`src/logic/tmr_pkg.sv`:
```
// Shared constants and types of the 16-bit event-reset timer.
// Assumes a 32-bit AHB-Lite slave port with word-aligned registers.
package tmr_pkg;

   // Register byte addresses (low address bits only)
   localparam logic [7:0] ADDR_CTRL = 8'h00;
   localparam logic [7:0] ADDR_LOW  = 8'h04;
   localparam logic [7:0] ADDR_HIGH = 8'h08;
   localparam logic [7:0] ADDR_IRQ  = 8'h0C;
   localparam logic [7:0] ADDR_CMP  = 8'h10;

   // counter_control fields
   localparam int CTRL_RUN   = 0;
   localparam int CTRL_EXT   = 1;
   localparam int CTRL_OSC   = 3;
   localparam int CTRL_PS_LO = 4;
   localparam int CTRL_WIDE  = 7;
   localparam logic [7:0] CTRL_RESET = 8'h00;

   // Interrupt register fields
   localparam int IRQ_FLAG = 0;
   localparam int IRQ_EN   = 1;

   // Compare register fields
   localparam int CMP_MODE_LO = 16;
   localparam logic [3:0]  MODE_TRIG  = 4'hB;
   localparam logic [3:0]  MODE_RESET = 4'h0;
   localparam logic [15:0] CMP_RESET  = 16'h0000;

   // Counter limits
   localparam logic [15:0] COUNT_ZERO = 16'h0000;
   localparam logic [15:0] COUNT_MAX  = 16'hFFFF;

   // Bus constants
   localparam logic [2:0]  HSIZE_WORD = 3'h2;
   localparam logic [31:0] RDATA_ZERO = 32'h0000_0000;

   typedef struct packed {
      logic [15:0] count;
      logic [7:0]  hbuf;
      logic [7:0]  ctrl;
      logic        flag;
      logic        ie;
      logic [15:0] cmp;
      logic [3:0]  mode;
      logic        dp_wr;
      logic [7:0]  dp_addr;
      logic [31:0] rdata;
      logic        ready;
      logic        irq;
      logic        adc_start;
      logic        osc_out;
      logic        osc_run;
   } tmr_state_type;

   typedef struct packed {
      logic [2:0] cnt;
   } tmr_presc_type;

   typedef struct packed {
      logic prev;
   } tmr_edge_type;

endpackage

```
`src/logic/tmr_edge.sv`:
```
// Rising-edge detector for the external count input.
// Assumes the input is already synchronous to the system clock.
`timescale 1ns/1ps
`default_nettype none
module tmr_edge
   import tmr_pkg::*;
(
   // Clock and reset
   input  wire logic clk_i,
   input  wire logic rst_n_i,
   // Level in, pulse out
   input  wire logic level_i,
   output logic      rise_o
);

   tmr_edge_type r;
   tmr_edge_type next_r;

   always_comb
   begin
      next_r.prev = level_i;
   end

   always_ff @(posedge clk_i or negedge rst_n_i)
   begin
      if (!rst_n_i)
      begin
         r <= '0;
      end
      else
      begin
         r <= next_r;
      end
   end

   assign rise_o = level_i & ~r.prev;

endmodule
`default_nettype wire

```
`src/logic/tmr_prescale.sv`:
```
// Prescaler dividing count events by 1, 2, 4 or 8.
// Assumes the clear has priority; one output pulse per divided event.
`timescale 1ns/1ps
`default_nettype none
module tmr_prescale
   import tmr_pkg::*;
(
   // Clock and reset
   input  wire logic       clk_i,
   input  wire logic       rst_n_i,
   // Control
   input  wire logic       en_i,
   input  wire logic       clr_i,
   input  wire logic [1:0] sel_i,
   // Divided event
   output logic            tick_o
);

   tmr_presc_type r;
   tmr_presc_type next_r;
   logic [2:0]    limit;

   assign limit  = 3'((4'h1 << sel_i) - 4'h1);
   assign tick_o = en_i & (r.cnt == limit) & ~clr_i;

   always_comb
   begin
      next_r = r;
      if (clr_i)
      begin
         next_r.cnt = 3'h0;
      end
      else if (en_i)
      begin
         next_r.cnt = tick_o ? 3'h0 : 3'(r.cnt + 3'h1);
      end
   end

   always_ff @(posedge clk_i or negedge rst_n_i)
   begin
      if (!rst_n_i)
      begin
         r <= '0;
      end
      else
      begin
         r <= next_r;
      end
   end

endmodule
`default_nettype wire

```
`src/logic/tmr_top.sv`:
```
// 16-bit up-counter with overflow flag, buffered wide access and
// compare-driven special event reset, behind an AHB-Lite slave.
// Assumes a single master, single word transfers, one system clock.
//
// Function
// RULE1: counter pair counts up 0000h..FFFFh, then wraps to 0000h.
// RULE2: wrap latches overflow flag; interrupt only while its enable is set.
// RULE3: trigger mode 1011 match resets counter, starts conversion if converter enabled.
// RULE4: trigger reset never sets the overflow flag.
// RULE5: software uses timer or synchronized counter mode for trigger reset.
// RULE6: software write in the trigger cycle wins over the reset.
// RULE7: in trigger mode the compare value acts as counter period.
// RULE8: wide access mode maps high-byte address to a buffer.
// RULE9: wide mode low-byte read copies live high byte into buffer.
// RULE10: wide mode low-byte write also loads high byte from buffer.
// RULE11: wide mode gives no direct path to live high byte.
// RULE12: high-byte write keeps prescaler; low-byte write clears it.
// RULE13: oscillator runs only when enabled, and keeps running in sleep.
// RULE14: software waits its own start-up delay after enabling oscillator.
// RULE15: without wide mode, high-byte address reaches live high byte directly.
`timescale 1ns/1ps
`default_nettype none
module tmr_top
   import tmr_pkg::*;
(
   // Clock and reset
   input  wire logic        clk_sys_i,
   input  wire logic        nrst_i,
   // AHB-Lite slave
   input  wire logic        hsel_i,
   input  wire logic [31:0] haddr_i,
   input  wire logic [1:0]  htrans_i,
   input  wire logic        hwrite_i,
   input  wire logic [2:0]  hsize_i,
   input  wire logic [31:0] hwdata_i,
   input  wire logic        hready_i,
   output logic      [31:0] hrdata_o,
   output logic             hreadyout_o,
   output logic             hresp_o,
   // Oscillator pins and system status
   input  wire logic        aux_osc_input_i,
   input  wire logic        sleep_i,
   input  wire logic        adc_enable_i,
   output logic             aux_osc_output_o,
   output logic             aux_osc_run_o,
   // Events
   output logic             irq_o,
   output logic             adc_start_o
);

   ////////////////////////////////////////////////////////////////////////////
   // Reset release

   logic [1:0] rst_pipe;
   logic       rst_n;

   always_ff @(posedge clk_sys_i or negedge nrst_i)
   begin
      if (!nrst_i)
      begin
         rst_pipe <= 2'b00;
      end
      else
      begin
         rst_pipe <= {rst_pipe[0], 1'b1};
      end
   end

   assign rst_n = rst_pipe[1];

   ////////////////////////////////////////////////////////////////////////////
   // Decode and event sources

   tmr_state_type r;
   tmr_state_type next_r;
   logic          addr_ok;
   logic          rd_low;
   logic          wr_low;
   logic          wr_high;
   logic          wr_irq;
   logic          wide;
   logic          pin_rise;
   logic          src_evt;
   logic          tick;
   logic          trig;
   logic          wrap;

   assign addr_ok = hsel_i & htrans_i[1] & hready_i & (hsize_i == HSIZE_WORD);
   assign rd_low  = addr_ok & ~hwrite_i & (haddr_i[7:0] == ADDR_LOW);
   assign wr_low  = r.dp_wr & (r.dp_addr == ADDR_LOW);
   assign wr_high = r.dp_wr & (r.dp_addr == ADDR_HIGH);
   assign wr_irq  = r.dp_wr & (r.dp_addr == ADDR_IRQ);
   assign wide    = r.ctrl[CTRL_WIDE];

   // System clock source halts in sleep; the pin source does not
   assign src_evt = r.ctrl[CTRL_RUN] & (r.ctrl[CTRL_EXT] ? pin_rise : ~sleep_i);

   assign trig = tick & (r.mode == MODE_TRIG) & (r.count == r.cmp); // [RULE3] [RULE7]
   assign wrap = tick & ~trig & (r.count == COUNT_MAX); // [RULE1]

   tmr_edge u_edge (
      .clk_i   (clk_sys_i),
      .rst_n_i (rst_n),
      .level_i (aux_osc_input_i),
      .rise_o  (pin_rise)
   );

   // Only the low-byte write clears the prescaler
   tmr_prescale u_presc (
      .clk_i   (clk_sys_i),
      .rst_n_i (rst_n),
      .en_i    (src_evt),
      .clr_i   (wr_low), // [RULE12]
      .sel_i   (r.ctrl[CTRL_PS_LO+1:CTRL_PS_LO]),
      .tick_o  (tick)
   );

   ////////////////////////////////////////////////////////////////////////////
   // Next state

   always_comb
   begin
      next_r       = r;
      next_r.ready = 1'b1;
      next_r.dp_wr = addr_ok & hwrite_i;
      if (addr_ok)
      begin
         next_r.dp_addr = haddr_i[7:0];
      end

      // Count; a write in the same cycle overrides both tick and trigger
      if (wr_low)
      begin
         next_r.count[7:0] = hwdata_i[7:0];
         if (wide)
         begin
            next_r.count[15:8] = r.hbuf; // [RULE10] [RULE6]
         end
      end
      else if (wr_high && !wide)
      begin
         next_r.count[15:8] = hwdata_i[7:0]; // [RULE15] [RULE6]
      end
      else if (trig)
      begin
         next_r.count = COUNT_ZERO; // [RULE3] [RULE7]
      end
      else if (tick)
      begin
         next_r.count = 16'(r.count + 16'h0001); // [RULE1]
      end

      if (wr_high && wide)
      begin
         next_r.hbuf = hwdata_i[7:0]; // [RULE8] [RULE11]
      end
      if (rd_low && wide)
      begin
         next_r.hbuf = r.count[15:8]; // [RULE9]
      end

      if (r.dp_wr && r.dp_addr == ADDR_CTRL)
      begin
         next_r.ctrl = hwdata_i[7:0];
      end
      if (r.dp_wr && r.dp_addr == ADDR_CMP)
      begin
         next_r.cmp  = hwdata_i[15:0];
         next_r.mode = hwdata_i[CMP_MODE_LO+3:CMP_MODE_LO];
      end

      // Flag is write-one-to-clear; a wrap in the same cycle wins
      if (wr_irq)
      begin
         next_r.ie = hwdata_i[IRQ_EN];
         if (hwdata_i[IRQ_FLAG])
         begin
            next_r.flag = 1'b0;
         end
      end
      if (wrap)
      begin
         next_r.flag = 1'b1; // [RULE2] [RULE4]
      end

      next_r.irq       = r.flag & r.ie; // [RULE2]
      next_r.adc_start = trig & adc_enable_i; // [RULE3]
      next_r.osc_run   = r.ctrl[CTRL_OSC]; // [RULE13]
      next_r.osc_out   = r.ctrl[CTRL_OSC] & ~aux_osc_input_i; // [RULE13]

      // Read data is captured in the address phase
      next_r.rdata = RDATA_ZERO;
      if (addr_ok && !hwrite_i)
      begin
         case (haddr_i[7:0])
            ADDR_CTRL: next_r.rdata[7:0] = r.ctrl;
            ADDR_LOW:  next_r.rdata[7:0] = r.count[7:0];
            ADDR_HIGH: next_r.rdata[7:0] = wide ? r.hbuf : r.count[15:8]; // [RULE11] [RULE15]
            ADDR_IRQ:  next_r.rdata[1:0] = {r.ie, r.flag};
            ADDR_CMP:  next_r.rdata[19:0] = {r.mode, r.cmp};
            default:   next_r.rdata = RDATA_ZERO;
         endcase
      end
   end

   always_ff @(posedge clk_sys_i or negedge rst_n)
   begin
      if (!rst_n)
      begin
         r      <= '0;
         r.ctrl <= CTRL_RESET;
         r.cmp  <= CMP_RESET;
         r.mode <= MODE_RESET;
      end
      else
      begin
         r <= next_r;
      end
   end

   assign hrdata_o         = r.rdata;
   assign hreadyout_o      = r.ready;
   assign hresp_o          = 1'b0;
   assign irq_o            = r.irq;
   assign adc_start_o      = r.adc_start;
   assign aux_osc_output_o = r.osc_out;
   assign aux_osc_run_o    = r.osc_run;
endmodule
`default_nettype wire

```
`config.mk`:
```
export PLATFORM = sky130hd
export DESIGN_NAME = tmr_top
export DESIGN_NICKNAME = d
export VERILOG_FILES = /design/src/logic/tmr_pkg.sv /design/src/logic/tmr_edge.sv /design/src/logic/tmr_prescale.sv /design/src/logic/tmr_top.sv
export SDC_FILE = /design/constraint.sdc
export NUM_CORES = 1
export LEC_CHECK = 0
export BUFFER_PORTS_ARGS = -buffer_cell sky130_fd_sc_hd__buf_2
export CAP_MARGIN = 0
export CORE_MARGIN = 1
export CORE_UTILIZATION = 54
export CTS_BUF_LIST = sky130_fd_sc_hd__clkbuf_8 sky130_fd_sc_hd__clkbuf_16
export CTS_CLUSTER_DIAMETER = 200
export DETAILED_ROUTE_END_ITERATION = 8
export PLACE_DENSITY = 0.8
export SYNTH_ARGS = -nofsm -noshare
export SYNTH_HDL_FRONTEND = slang
export SYNTH_HIERARCHICAL = 1
export SYNTH_SLANG_ARGS = --single-unit
```
`constraint.sdc`:
```
create_clock -name clk_sys_i -period 3.3 [get_ports clk_sys_i]
set_clock_uncertainty 0.05 [all_clocks]
set_input_delay 0.66 -clock clk_sys_i [delete_from_list [all_inputs] [get_ports clk_sys_i]]
set_output_delay 0.66 -clock clk_sys_i [all_outputs]
set_load 0.01 [all_outputs]
```
==> out/qor.txt <==
status - finished, final reports clean
DIE AREA - 9720 µm²
Pins Over Slew Limit - 0
pre-CTS WS - 134 ps
vias in the first global route - 3900
post-route setup slack - 331 ps
final antenna-violating net count - 0
GR Overflow Total - 0
CTS Sinks - 94
CP endpoint kind - flop
most frequent CP cell - buf_4
drt initial violations - 293
post-route minimum period - 2970 ps
Avg Inst Size Synth - 10.4 µm²
gr usage total - 26.9%
Worst Path Max Fanout - 14
die width - 98.6 µm
clock-pin slew on the worst setup and hold paths - 100 ps
Min-Delay Path Class - reg2async
cells resized by post-CTS repair - 0
slowest stage cell, crit path - or4_4
CTS tree - done
I/O Buffers - 64
VDD IR max - 0.351 mV
HPWL Detailed - 8940 µm
Tcrit/Tclk final - 90.0%
Max-cap violations - 0
Lkg Pwr - 2.58 nW
Util after Layout - 61.9%
final setup fails - 0
Hold Slack - 263 ps
Slew @ Worst Pin - 1070 ps
post-synth cell types - 66
Via density - 6.22
Top Ports - 115
placer congestion estimate - 0.945
vias - 3987
DRT Pass-1 Iters - 7
row count - 34
Num CTS Buffers - 9
crit start category - flop
max incr delay on CP - 500 ps
H-tree Lvls - 3
Mapped Cells - 485
Fmax - 337 MHz
first-pass GRT wire length - 20000 µm
largest net degree at the start of global routing - 41
placed instance count - 624
CP Cell Sequence - or4_4, o22a_1, a21oi_1, buf_4, nor2b_1, nor3_4, buf_4, nor4b_1, o21ai_1, nand2_1
clk_lat worst skew - 370 ps
WP buf/inv - 2
RSZ-0062 raised after global routing - no
Layout area overhead - 9.29%
diode count - 0
Residual DRC - 0
ys flop type - dfrtp_1
TNS Setup - 0 ps
Die H - 98.6 µm
final cell count without fillers - 641
slew margin rel. - 28.3%
layout cells sized above 1 - 25.5%
drt wl/cell - 19.4 µm
Crit path required time - 3560 ps
Starting Density - 56.7%
total routed wirelength - 12400 µm
layout net count - 607
worst path arrival time - 3230 ps
CORE AREA - 8890 µm²
kind of critical path - reg2reg
cell area power density - 513 nW/µm²
CTS root buf - clkbuf_8
sequential-to-total area share from yosys stat - 46.7%
mapped cell area - 5040 µm²
cell family with most CP delay - simple AND/OR/NAND/NOR gates
Yosys warning count - 6
setup bufs post-CTS - 0
Post-synth EDFFs - 0
synthesized flop and latch total - 94
initial antenna violation count - 0
Clock Path Buffers - 2
Async S/R FF share, synth - 100%
Final Hold Viols - 0
[kinds of logic after synthesis]
| family | after synthesis | share of synthesized area, % |
|---|---|---|
| mux | 51 | 11.4 |
| fa+ha+maj | 2 | 0.497 |
| buf+inv | 76 | 8.64 |
| xor+xnor | 17 | 2.96 |
| simple gates | 149 | 17.3 |
| other cells | 2 | 0.149 |
| compound gates | 94 | 12.4 |
| flops | 94 | 46.7 |
[worst paths after layout]
check | from | slack, ps | depth (start not counted) | end
max | u_presc/r[1]$_DFFE_PN0P_ | 330 | 10 | r[90]$_DFFE_PN0P_
max in group asynchronous | rst_pipe[1]$_DFF_PN0_ | 2160 | 1 | r[70]$_DFFE_PN0P_
min reg2reg | rst_pipe[1]$_DFF_PN0_ | 260 | 0 | r[44]$_DFFE_PN0N_
max reg2reg | u_presc/r[1]$_DFFE_PN0P_ | 330 | 10 | r[90]$_DFFE_PN0P_
min | rst_pipe[1]$_DFF_PN0_ | 260 | 0 | r[44]$_DFFE_PN0N_
min in group clk_sys_i | rst_pipe[0]$_DFF_PN0_ | 320 | 0 | rst_pipe[1]$_DFF_PN0_
[where the power goes]
group	switching [W]	internal, W
combinational	0.000357	0.000329
sequential	0.000150	0.00125
clock	0.000444	0.000291
total	0.000951	0.00187
[worst reg2reg max path: cells and delay by family (launching register included)]
| family | cells | cell delay [ps] |
|---|---|---|
| DFF | 1 | 450 |
| AOI/OAI and AO/OA | 3 | 750 |
| buffers and inverters | 2 | 460 |
| and+or+nand+nor | 5 | 1210 |
[stage by stage]
| stage | total power, W | area, µm² |
|---|---|---|
| floorplan | 0.00191 | 5090 |
| global placement | 0.00206 | 5310 |
| detailed placement | 0.00210 | 5310 |
| CTS | 0.00283 | 5510 |
| global route | 0.00298 | 5510 |
| finish | 0.00282 | 5510 |
[timing repair]
item                       CTS  global route
hold buffers                 1             0
hold endpoints to repair     2             0
setup endpoints to repair    0             0
[routing by layer]
metal | track usage [%] | wire, µm
met1 | 34.9 | 5120
met2 | 43.1 | 5890
met3 | 5.74 | 871
met4 | 13.5 | 527
met5 | 0 | 0
[cell usage in the layout, fill, tap and decap left out, types with 8 or more instances in the layout]
cell type and instances:
buf_2 64, mux2_1 20, mux2i_1 9, nand3_1 13
a21oi_1 18, nor4_1 8, nor3_1 8, nand4_1 11
a22oi_1 23, dfrtp_1 93, and3_1 19, xnor2_1 15
conb_1 15, nor2_1 13, nand2_1 34, mux2_2 21
buf_4 22, o21ai_1 14, clkbuf_8 9, o21ai_0 13
[layout make-up]
cell class                 count  area (µm²)
clock inverter                 7        66.3
timing repair buffer          87         495
inverter                       8        30.0
clock buffer                   9         124
tap                          108         135
sequential                    94        2360
fill                         777        3390
multi-input combinational    328        2300
[flip-flops by register name (all words and copies together) (netlist names)]
register / cells
r: 62
hrdata_o: 20
u_presc/r: 3
rst_pipe: 2
adc_start_o: 1
aux_osc_output_o: 1
aux_osc_run_o: 1
hreadyout_o: 1
irq_o: 1
next_r: 1
u_edge/r: 1
[Yosys cell counts, types with 3 or more instances]
library cell | n | area share [%]
a21oi_1 | 18 | 1.8
a22oi_1 | 23 | 3.4
and2_1 | 4 | 0.50
and3_1 | 19 | 2.4
buf_2 | 6 | 0.60
buf_4 | 34 | 5.1
clkbuf_1 | 25 | 1.9
dfrtp_1 | 94 | 47
inv_1 | 7 | 0.52
mux2_1 | 20 | 4.5
mux2_2 | 21 | 4.7
mux2i_1 | 9 | 1.8
nand2_1 | 34 | 2.5
nand2b_1 | 4 | 0.50
nand3_1 | 13 | 1.3
nand4_1 | 11 | 1.4
nor2_1 | 13 | 0.97
nor2b_1 | 3 | 0.37
nor3_1 | 8 | 0.79
nor3b_1 | 7 | 1.0
nor4_1 | 8 | 0.99
nor4b_1 | 4 | 0.70
o21ai_0 | 13 | 1.3
o21ai_1 | 14 | 1.4
or3_1 | 3 | 0.37
xnor2_1 | 15 | 2.6
Power figures use the tool's default switching activity.
